==> src/rtl/bdt_defines.svh <==
// Offsets, field positions, reset values and timing counts of the dim/off timer
`ifndef BDT_DEFINES_SVH
`define BDT_DEFINES_SVH

// ----------------------------------------------------------------
// Register offsets
// ----------------------------------------------------------------
`define BDT_SINK_SELECT_ADDR   8'h05
`define BDT_OFF_DELAY_ADDR     8'h06
`define BDT_DIM_DELAY_ADDR     8'h07

// ----------------------------------------------------------------
// Field layout and reset values
// ----------------------------------------------------------------
`define BDT_FIELD_MSB          6
`define BDT_SINK_COUNT         7
`define BDT_SINK_SELECT_RESET  7'h00
`define BDT_OFF_DELAY_RESET    7'h00
`define BDT_DIM_DELAY_RESET    7'h00
`define BDT_FADE_DISABLED      4'h0

// ----------------------------------------------------------------
// Timing
// ----------------------------------------------------------------
`define BDT_CLK_PERIOD_NS      10
`define BDT_SECOND_NS          1000000000
`define BDT_SECOND_CYCLES      (`BDT_SECOND_NS / `BDT_CLK_PERIOD_NS)

`endif

==> src/rtl/bdt_pkg.sv <==
// Types shared by the dim/off timer modules
package bdt_pkg;

  // Timeout sequencer states
  typedef enum logic [2:0] {
    BDT_IDLE,
    BDT_WAIT_MAX,
    BDT_DIM_RUN,
    BDT_OFF_RUN,
    BDT_HOLD
  } bdt_state_t;

  typedef logic [6:0] bdt_field_t;

endpackage : bdt_pkg

==> src/rtl/bdt_tick_if.sv <==
// Carrier between the sequencer and its one-second tick source
`timescale 1ns/1ps
`default_nettype none

interface bdt_tick_if;
  logic clear;   // Restart the second
  logic tick;    // One-cycle pulse per second

  modport source (input clear, output tick);
  modport user   (output clear, input tick);
endinterface : bdt_tick_if

`default_nettype wire

==> src/rtl/bdt_sec_tick.sv <==
// One-second tick generator for the timeout counters
`timescale 1ns/1ps
`default_nettype none
`include "bdt_defines.svh"

module bdt_sec_tick
  import bdt_pkg::*;
#(
  parameter int unsigned SEC_CYCLES = `BDT_SECOND_CYCLES
) (
  // Clock and reset
  input wire logic  core_clk,
  input wire logic  srst,
  // Tick carrier
  bdt_tick_if.source tickBus
);

  logic [31:0] prescale_reg;
  logic        tick_reg;
  wire  logic  wrapNow;

  // ----------------------------------------------------------------
  // Prescaler
  // ----------------------------------------------------------------
  assign wrapNow     = (prescale_reg == SEC_CYCLES - 1);
  assign tickBus.tick = tick_reg;

  // Count cycles, pulse once per full second
  always_ff @(posedge core_clk) begin
    if (srst || tickBus.clear) begin
      prescale_reg <= 32'h0;
      tick_reg     <= 1'b0;
    end else begin
      prescale_reg <= wrapNow ? 32'h0 : prescale_reg + 32'h1;
      tick_reg     <= wrapNow;
    end
  end

  // ----------------------------------------------------------------
  // Checks
  // ----------------------------------------------------------------
  a_tick_single: assert property (@(posedge core_clk) disable iff (srst)
    tickBus.tick && !tickBus.clear && SEC_CYCLES > 1 |=> !tickBus.tick)
    else $error("tick lasted more than one cycle");

  a_tick_spacing: assert property (@(posedge core_clk) disable iff (srst)
    $rose(tickBus.tick) |-> $past(prescale_reg) == SEC_CYCLES - 1)
    else $error("tick without a full second");

endmodule : bdt_sec_tick

`default_nettype wire

==> src/rtl/bdt_dim_off_timer.sv <==
// Sink group selection and dim/off timeout sequencing for the backlight group
`timescale 1ns/1ps
`default_nettype none
`include "bdt_defines.svh"

module bdt_dim_off_timer
  import bdt_pkg::*;
#(
  parameter int unsigned SEC_CYCLES = `BDT_SECOND_CYCLES
) (
  // Clock and reset
  input  wire logic       core_clk,
  input  wire logic       srst,
  // Register port from the serial host engine
  input  wire logic       regWrEn,
  input  wire logic [7:0] regAddr,
  input  wire logic [7:0] regWrData,
  output logic      [7:0] regRdData,
  // Backlight group and sink control
  input  wire logic       backlightGroupEnable,
  input  wire logic       groupAtMax,
  input  wire logic       userActivity,
  input  wire logic [6:0] ledIndepEnable,
  input  wire logic [3:0] groupFadeOutRate,
  output logic      [6:0] sinkEnable,
  output logic            dimRequest,
  output logic            offRequest,
  output logic      [3:0] fadeOutRateSel,
  output logic            fadeInstant
);

  // ----------------------------------------------------------------
  // Declarations
  // ----------------------------------------------------------------
  bdt_field_t  sinkSelect_reg;
  bdt_field_t  offDelay_reg;
  bdt_field_t  dimDelay_reg;
  bdt_field_t  count_reg;
  bdt_field_t  count_next;
  bdt_state_t  state_reg;
  bdt_state_t  state_next;
  logic        dim_reg;
  logic        dim_next;
  logic        off_reg;
  logic        off_next;
  logic [7:0]  rdData_reg;
  logic [6:0]  sink_reg;
  wire  logic  [6:0] sink_next;
  logic [3:0]  fade_reg;
  logic        instant_reg;
  logic        groupRise_reg;
  wire  logic  dimEnabled;
  wire  logic  offEnabled;
  wire  logic  lastSecond;
  wire  logic  restart;
  wire  logic  [7:0] rdData_next;

  bdt_tick_if tickBus ();

  // Address match, used for writes and reads
  function automatic logic hitReg(input logic [7:0] addr, input logic [7:0] offs);
    return addr == offs;
  endfunction

  // ----------------------------------------------------------------
  // Tick source
  // ----------------------------------------------------------------
  bdt_sec_tick #(
    .SEC_CYCLES (SEC_CYCLES)
  ) u_sec_tick (
    .core_clk (core_clk),
    .srst     (srst),
    .tickBus  (tickBus.source)
  );

  // ----------------------------------------------------------------
  // Register file
  // ----------------------------------------------------------------
  assign rdData_next =
      hitReg(regAddr, `BDT_SINK_SELECT_ADDR) ? {1'b0, sinkSelect_reg} :
      hitReg(regAddr, `BDT_OFF_DELAY_ADDR)   ? {1'b0, offDelay_reg}   :
      hitReg(regAddr, `BDT_DIM_DELAY_ADDR)   ? {1'b0, dimDelay_reg}   : 8'h00;

  // Store writes, bit 7 reserved and reads zero
  always_ff @(posedge core_clk) begin
    if (srst) begin
      sinkSelect_reg <= `BDT_SINK_SELECT_RESET;
      offDelay_reg   <= `BDT_OFF_DELAY_RESET;
      dimDelay_reg   <= `BDT_DIM_DELAY_RESET;
      rdData_reg     <= 8'h00;
    end else begin
      if (regWrEn && hitReg(regAddr, `BDT_SINK_SELECT_ADDR)) sinkSelect_reg <= regWrData[6:0];
      if (regWrEn && hitReg(regAddr, `BDT_OFF_DELAY_ADDR))   offDelay_reg   <= regWrData[6:0];
      if (regWrEn && hitReg(regAddr, `BDT_DIM_DELAY_ADDR))   dimDelay_reg   <= regWrData[6:0];
      rdData_reg <= rdData_next;
    end
  end

  // ----------------------------------------------------------------
  // Timeout sequencer
  // ----------------------------------------------------------------
  assign dimEnabled = (dimDelay_reg != 7'h00);
  assign offEnabled = (offDelay_reg != 7'h00);
  assign lastSecond = tickBus.tick && (count_reg == 7'h01);
  assign restart    = userActivity || (backlightGroupEnable && !groupRise_reg);

  // Next state, counter and requests
  always_comb begin
    state_next    = state_reg;
    count_next    = count_reg;
    dim_next      = dim_reg;
    off_next      = off_reg;
    tickBus.clear = 1'b0;
    if (!backlightGroupEnable) begin
      state_next = BDT_IDLE;
      dim_next   = 1'b0;
      off_next   = 1'b0;
    end else if (restart) begin
      state_next    = BDT_WAIT_MAX;
      dim_next      = 1'b0;
      off_next      = 1'b0;
      tickBus.clear = 1'b1;
    end else begin
      unique case (state_reg)
        BDT_IDLE: begin
          state_next = BDT_WAIT_MAX;
        end
        BDT_WAIT_MAX: begin
          if (groupAtMax) begin
            tickBus.clear = 1'b1;
            if (dimEnabled) begin
              state_next = BDT_DIM_RUN;
              count_next = dimDelay_reg;
            end else if (offEnabled) begin
              state_next = BDT_OFF_RUN;
              count_next = offDelay_reg;
            end else begin
              state_next = BDT_HOLD;
            end
          end
        end
        BDT_DIM_RUN: begin
          if (lastSecond) begin
            dim_next      = 1'b1;
            tickBus.clear = 1'b1;
            if (offEnabled) begin
              state_next = BDT_OFF_RUN;
              count_next = offDelay_reg;
            end else begin
              state_next = BDT_HOLD;
            end
          end else if (tickBus.tick) begin
            count_next = count_reg - 7'h01;
          end
        end
        BDT_OFF_RUN: begin
          if (lastSecond) begin
            off_next   = 1'b1;
            state_next = BDT_HOLD;
          end else if (tickBus.tick) begin
            count_next = count_reg - 7'h01;
          end
        end
        BDT_HOLD: begin
          state_next = BDT_HOLD;
        end
      endcase
    end
  end

  // Sequencer registers
  always_ff @(posedge core_clk) begin
    if (srst) begin
      state_reg     <= BDT_IDLE;
      count_reg     <= 7'h00;
      dim_reg       <= 1'b0;
      off_reg       <= 1'b0;
      groupRise_reg <= 1'b0;
    end else begin
      state_reg     <= state_next;
      count_reg     <= count_next;
      dim_reg       <= dim_next;
      off_reg       <= off_next;
      groupRise_reg <= backlightGroupEnable;
    end
  end

  // ----------------------------------------------------------------
  // Sink routing
  // ----------------------------------------------------------------
  genvar gi;
  generate
    for (gi = 0; gi < `BDT_SINK_COUNT; gi++) begin : g_sink
      assign sink_next[gi] = sinkSelect_reg[gi] ? ledIndepEnable[gi]
                                                : (backlightGroupEnable && !off_next);
    end
  endgenerate

  // Output flops for sinks and fade selection
  always_ff @(posedge core_clk) begin
    if (srst) begin
      sink_reg    <= 7'h00;
      fade_reg    <= `BDT_FADE_DISABLED;
      instant_reg <= 1'b1;
    end else begin
      sink_reg    <= sink_next;
      fade_reg    <= groupFadeOutRate;
      instant_reg <= (groupFadeOutRate == `BDT_FADE_DISABLED);
    end
  end

  assign regRdData      = rdData_reg;
  assign sinkEnable     = sink_reg;
  assign dimRequest     = dim_reg;
  assign offRequest     = off_reg;
  assign fadeOutRateSel = fade_reg;
  assign fadeInstant    = instant_reg;

  // ----------------------------------------------------------------
  // Checks
  // ----------------------------------------------------------------
  a_indep_sink: assert property (@(posedge core_clk) disable iff (srst)
    sinkSelect_reg[0] |=> sinkEnable[0] == $past(ledIndepEnable[0]))
    else $error("independent sink did not follow its own enable");

  a_group_sink: assert property (@(posedge core_clk) disable iff (srst)
    !sinkSelect_reg[6] && !backlightGroupEnable |=> !sinkEnable[6])
    else $error("grouped sink stayed on with group disabled");

  a_off_expiry: assert property (@(posedge core_clk) disable iff (srst)
    $rose(offRequest)
      |-> $past(state_reg) == BDT_OFF_RUN && $past(tickBus.tick) && $past(count_reg) == 7'h01)
    else $error("off request without off expiry");

  a_off_after_dim: assert property (@(posedge core_clk) disable iff (srst)
    state_reg == BDT_DIM_RUN && !restart && backlightGroupEnable && !lastSecond
      |=> state_reg == BDT_DIM_RUN)
    else $error("off countdown began before dim finished");

  a_off_disabled: assert property (@(posedge core_clk) disable iff (srst)
    offDelay_reg == 7'h00 && state_reg == BDT_WAIT_MAX |=> state_reg != BDT_OFF_RUN)
    else $error("off countdown ran with zero delay");

  a_dim_expiry: assert property (@(posedge core_clk) disable iff (srst)
    $rose(dimRequest)
      |-> $past(state_reg) == BDT_DIM_RUN && $past(tickBus.tick) && $past(count_reg) == 7'h01)
    else $error("dim request without dim expiry");

  a_dim_waits_max: assert property (@(posedge core_clk) disable iff (srst)
    state_reg == BDT_WAIT_MAX && !groupAtMax |=> state_reg != BDT_DIM_RUN)
    else $error("dim countdown started below maximum current");

  a_dim_load: assert property (@(posedge core_clk) disable iff (srst)
    state_reg == BDT_WAIT_MAX && groupAtMax && dimEnabled && !restart && backlightGroupEnable
      |=> state_reg == BDT_DIM_RUN && count_reg == $past(dimDelay_reg))
    else $error("dim countdown not loaded with delay");

  a_fade_instant: assert property (@(posedge core_clk) disable iff (srst)
    ##1 fadeInstant == ($past(groupFadeOutRate) == `BDT_FADE_DISABLED))
    else $error("instant fade flag wrong");

  a_restart_clears: assert property (@(posedge core_clk) disable iff (srst)
    userActivity && backlightGroupEnable |=> !dimRequest && !offRequest && state_reg == BDT_WAIT_MAX)
    else $error("activity did not restart the timeouts");

endmodule : bdt_dim_off_timer

`default_nettype wire

==> config.mk <==
export PLATFORM = sky130hd
export DESIGN_NAME = bdt_dim_off_timer
export DESIGN_NICKNAME = d
export VERILOG_FILES = /design/src/rtl/bdt_pkg.sv /design/src/rtl/bdt_tick_if.sv /design/src/rtl/bdt_sec_tick.sv /design/src/rtl/bdt_dim_off_timer.sv
export VERILOG_INCLUDE_DIRS = /design/src /design/src/rtl
export SDC_FILE = /design/constraint.sdc
export NUM_CORES = 1
export LEC_CHECK = 0
export BUFFER_PORTS_ARGS = -buffer_cell sky130_fd_sc_hd__buf_2
export CORE_AREA = 8 8 82 121
export CTS_CLUSTER_SIZE = 10
export DETAILED_ROUTE_END_ITERATION = 6
export DIE_AREA = 0 0 90 129
export PLACE_DENSITY = 0.81
export SLEW_MARGIN = 5
export SYNTH_ARGS = -nofsm -noshare
export SYNTH_HDL_FRONTEND = slang
export SYNTH_SLANG_ARGS = --single-unit
==> constraint.sdc <==
create_clock -name core_clk -period 2.45 [get_ports core_clk]
set_input_delay 0.49 -clock core_clk [delete_from_list [all_inputs] [get_ports core_clk]]
set_output_delay 0.49 -clock core_clk [all_outputs]
set_load 0.01 [all_outputs]
==> results.json <==
{
  "clock_path_buffers": 2,
  "cts_hold_buf": 0,
  "cts_resized": 0,
  "finalPower_mw": 2.86,
  "cts_tree": "built",
  "rsz0062_at_grt": "false",
  "cts_setup_buffers": 0,
  "cp_data_required_time_ns": 2.66,
  "largest_reg_flops": 32,
  "hold_path_class": "in -> reg",
  "synth_seq_area_share_pct": 43.2,
  "grt_pass1_wl_um": 16700,
  "worstSetupStartpoint": "u_sec_tick.prescale_reg[0]",
  "slew_violations": 0,
  "drive_gt1_share_pct": 19.4,
  "antenna_cells": 0,
  "arrival_ns": 2.40,
  "detail-route-antenna-nets": 0,
  "area_delta_synth_final_pct": 15.9,
  "synth.distinct_cells": 57,
  "drtIter0Drc": 192,
  "fin_crit_ns": 2.19,
  "clock_latency_ns": 0.33,
  "first_global_vias": 3582,
  "grt-ovfl-total": 0,
  "worstPathMaxFanout": 32,
  "relSlewSlack_pct": 50.5,
  "io_pins": 55,
  "synth_top_cell_by_area": "dfxtp_1",
  "stdcell_count": 617,
  "clk_pin_slew_ns": 0.06,
  "r2r_slack_ns": 0.26,
  "top_layer": "met4",
  "die_area_um2": 11600,
  "hpwl_um": 7570,
  "synth-seq-cells": 86,
  "dp_cells": 601,
  "hold_slack_ns": 0.359,
  "post_synth.cell_area_avg_um2": 8.77,
  "fin_tns_setup_ns": 0,
  "vias": 3545,
  "fin_util_pct": 56.2,
  "grt_usage_pct": 17.7,
  "fp.dieW_um": 90,
  "die_h_um": 129,
  "floorplan.initialDensity_pct": 48.5,
  "max_freq_mhz": 456,
  "powerDensity_nw_per_um2": 620,
  "syn_area_um2": 3980,
  "status": "complete, no violations",
  "finalSetupViolations": 0,
  "rows": 41,
  "post-place-ws_ns": 0.157,
  "place.gp.congestion": 0.878,
  "drc": 0,
  "start_kind": "flip-flop",
  "fin_area_um2": 4610,
  "crit_end": "u_sec_tick.prescale_reg[18]",
  "synth_warnings": 0,
  "netlist_top_cells_count": "dfxtp_1 (86), nor2_1 (71), nand2_1 (27)",
  "cts_buffers": 9,
  "p_leak_nw": 1.88,
  "cts-htree-levels": 3,
  "r2r_end": "u_sec_tick.prescale_reg[18]",
  "final_nets": 541,
  "crit_type": "reg -> reg",
  "wire_per_inst_um": 16.5,
  "skew_ns": 0.00696,
  "wl_met3_um": 429,
  "period_share_pct": 89.4,
  "met1_length_um": 3970,
  "coreArea_um2": 8210,
  "syn_inst": 454,
  "critPathCaptureType": "flip-flop",
  "yosysMostFrequentCell": "dfxtp_1",
  "wirelength_um": 10200,
  "portBuffers": 52,
  "final-hold-violation-count": 0,
  "antenna_found_initial": 0,
  "synthArstFlopShare_pct": 0,
  "r2r_start": "u_sec_tick.prescale_reg[0]",
  "grt_max_degree": 33,
  "hold_depth": 2,
  "synth_ff_type": "dfxtp_1",
  "max-cap-violations": 0,
  "viasPerCell": 5.75,
  "r2r_cells": 7,
  "fin_ws_ns": 0.259,
  "drt_first_pass_iters": 4,
  "syn_nets": 490,
  "cts.sinks": 86,
  "placed_cell_area_um2": 4320,
  "worstMarginPinSlew_ns": 0.737,
  "vdd_drop_max_mv": 0.468,
  "cts-root-buf": "clkbuf_16",
  "yosys-top-cells-area": "dfxtp_1 (43%), nor2_1 (6.7%), mux2i_1 (5.3%)",
  "synth_edf_count": 0,
  "route.met2.wl_um": 5370,
  "synth_top_area_share_pct": 43.2
}
[worst min path at each step]
stage	from	to
floorplan	u_sec_tick.prescale_reg[0]	u_sec_tick.prescale_reg[0]
global placement	dimRequest	dimRequest
detailed placement	dimRequest	dimRequest
CTS	groupFadeOutRate[1]	fadeInstant
global route	groupFadeOutRate[2]	fadeInstant
finish	groupFadeOutRate[1]	fadeInstant
[placed cells by master (no fill, tap or decap), drive strengths merged, types with 3 or more instances in the layout]
master and count:
xnor2 19, dfxtp 86, nand3 16, o21ai 16, o2111ai 3, nor2b 6, a31oi 9, nand3b 3
nand2b 4, nor4b 7, and4 6, mux2i 21, or4 4, a21oi 14, ha 3, xor2 14
inv 11, clkbuf 12, and2 3, nand2 27, nor4 13, buf 62, nand4 11, nor2 85
and3 5, nor3 18
[per-layer routing]
metal | track usage (%) | vias to the layer above
met1 | 17.9 | 1673
li1 | - | 1715
met5 | 0 | -
met2 | 32.7 | 121
met3 | 3.96 | 36
met4 | 10.0 | 0
[critical path, cell delays in order (launching register included)]
cell and delay [ns]:
dfxtp_1 0.41, ha_1 0.23, and3_1 0.28, nand4_1 0.19, nor3_1 0.32, or3_1 0.15, buf_4 0.36, nor2_1 0.10
[where the power goes]
| group | total (mW) | switching, mW | internal, mW |
|---|---|---|---|
| Combinational | 0.138 | 0.0855 | 0.0525 |
| Sequential | 1.43 | 0.0132 | 1.42 |
| Clock | 1.29 | 0.548 | 0.746 |
[cell type report]
cell class                 count  area, um2
fill                         739       3590
multi-input combinational    336       2100
sequential                    86       1720
timing repair buffer          62        335
clock buffer                  12        256
tap                          107        134
inverter                      10       37.5
clock inverter                 4       30.0
[logic make-up after synthesis]
family | after synthesis | share of synthesized area, %
AOI/OAI and AO/OA | 62 | 10.3
xor gates and xnor gates | 33 | 7.26
adders and majority gates | 3 | 0.943
buffers and inverters | 32 | 4.18
DFF | 86 | 43.2
muxes | 22 | 5.56
other | 1 | 0.0942
and+or+nand+nor | 215 | 28.4
(Power assumes the default switching activity.)
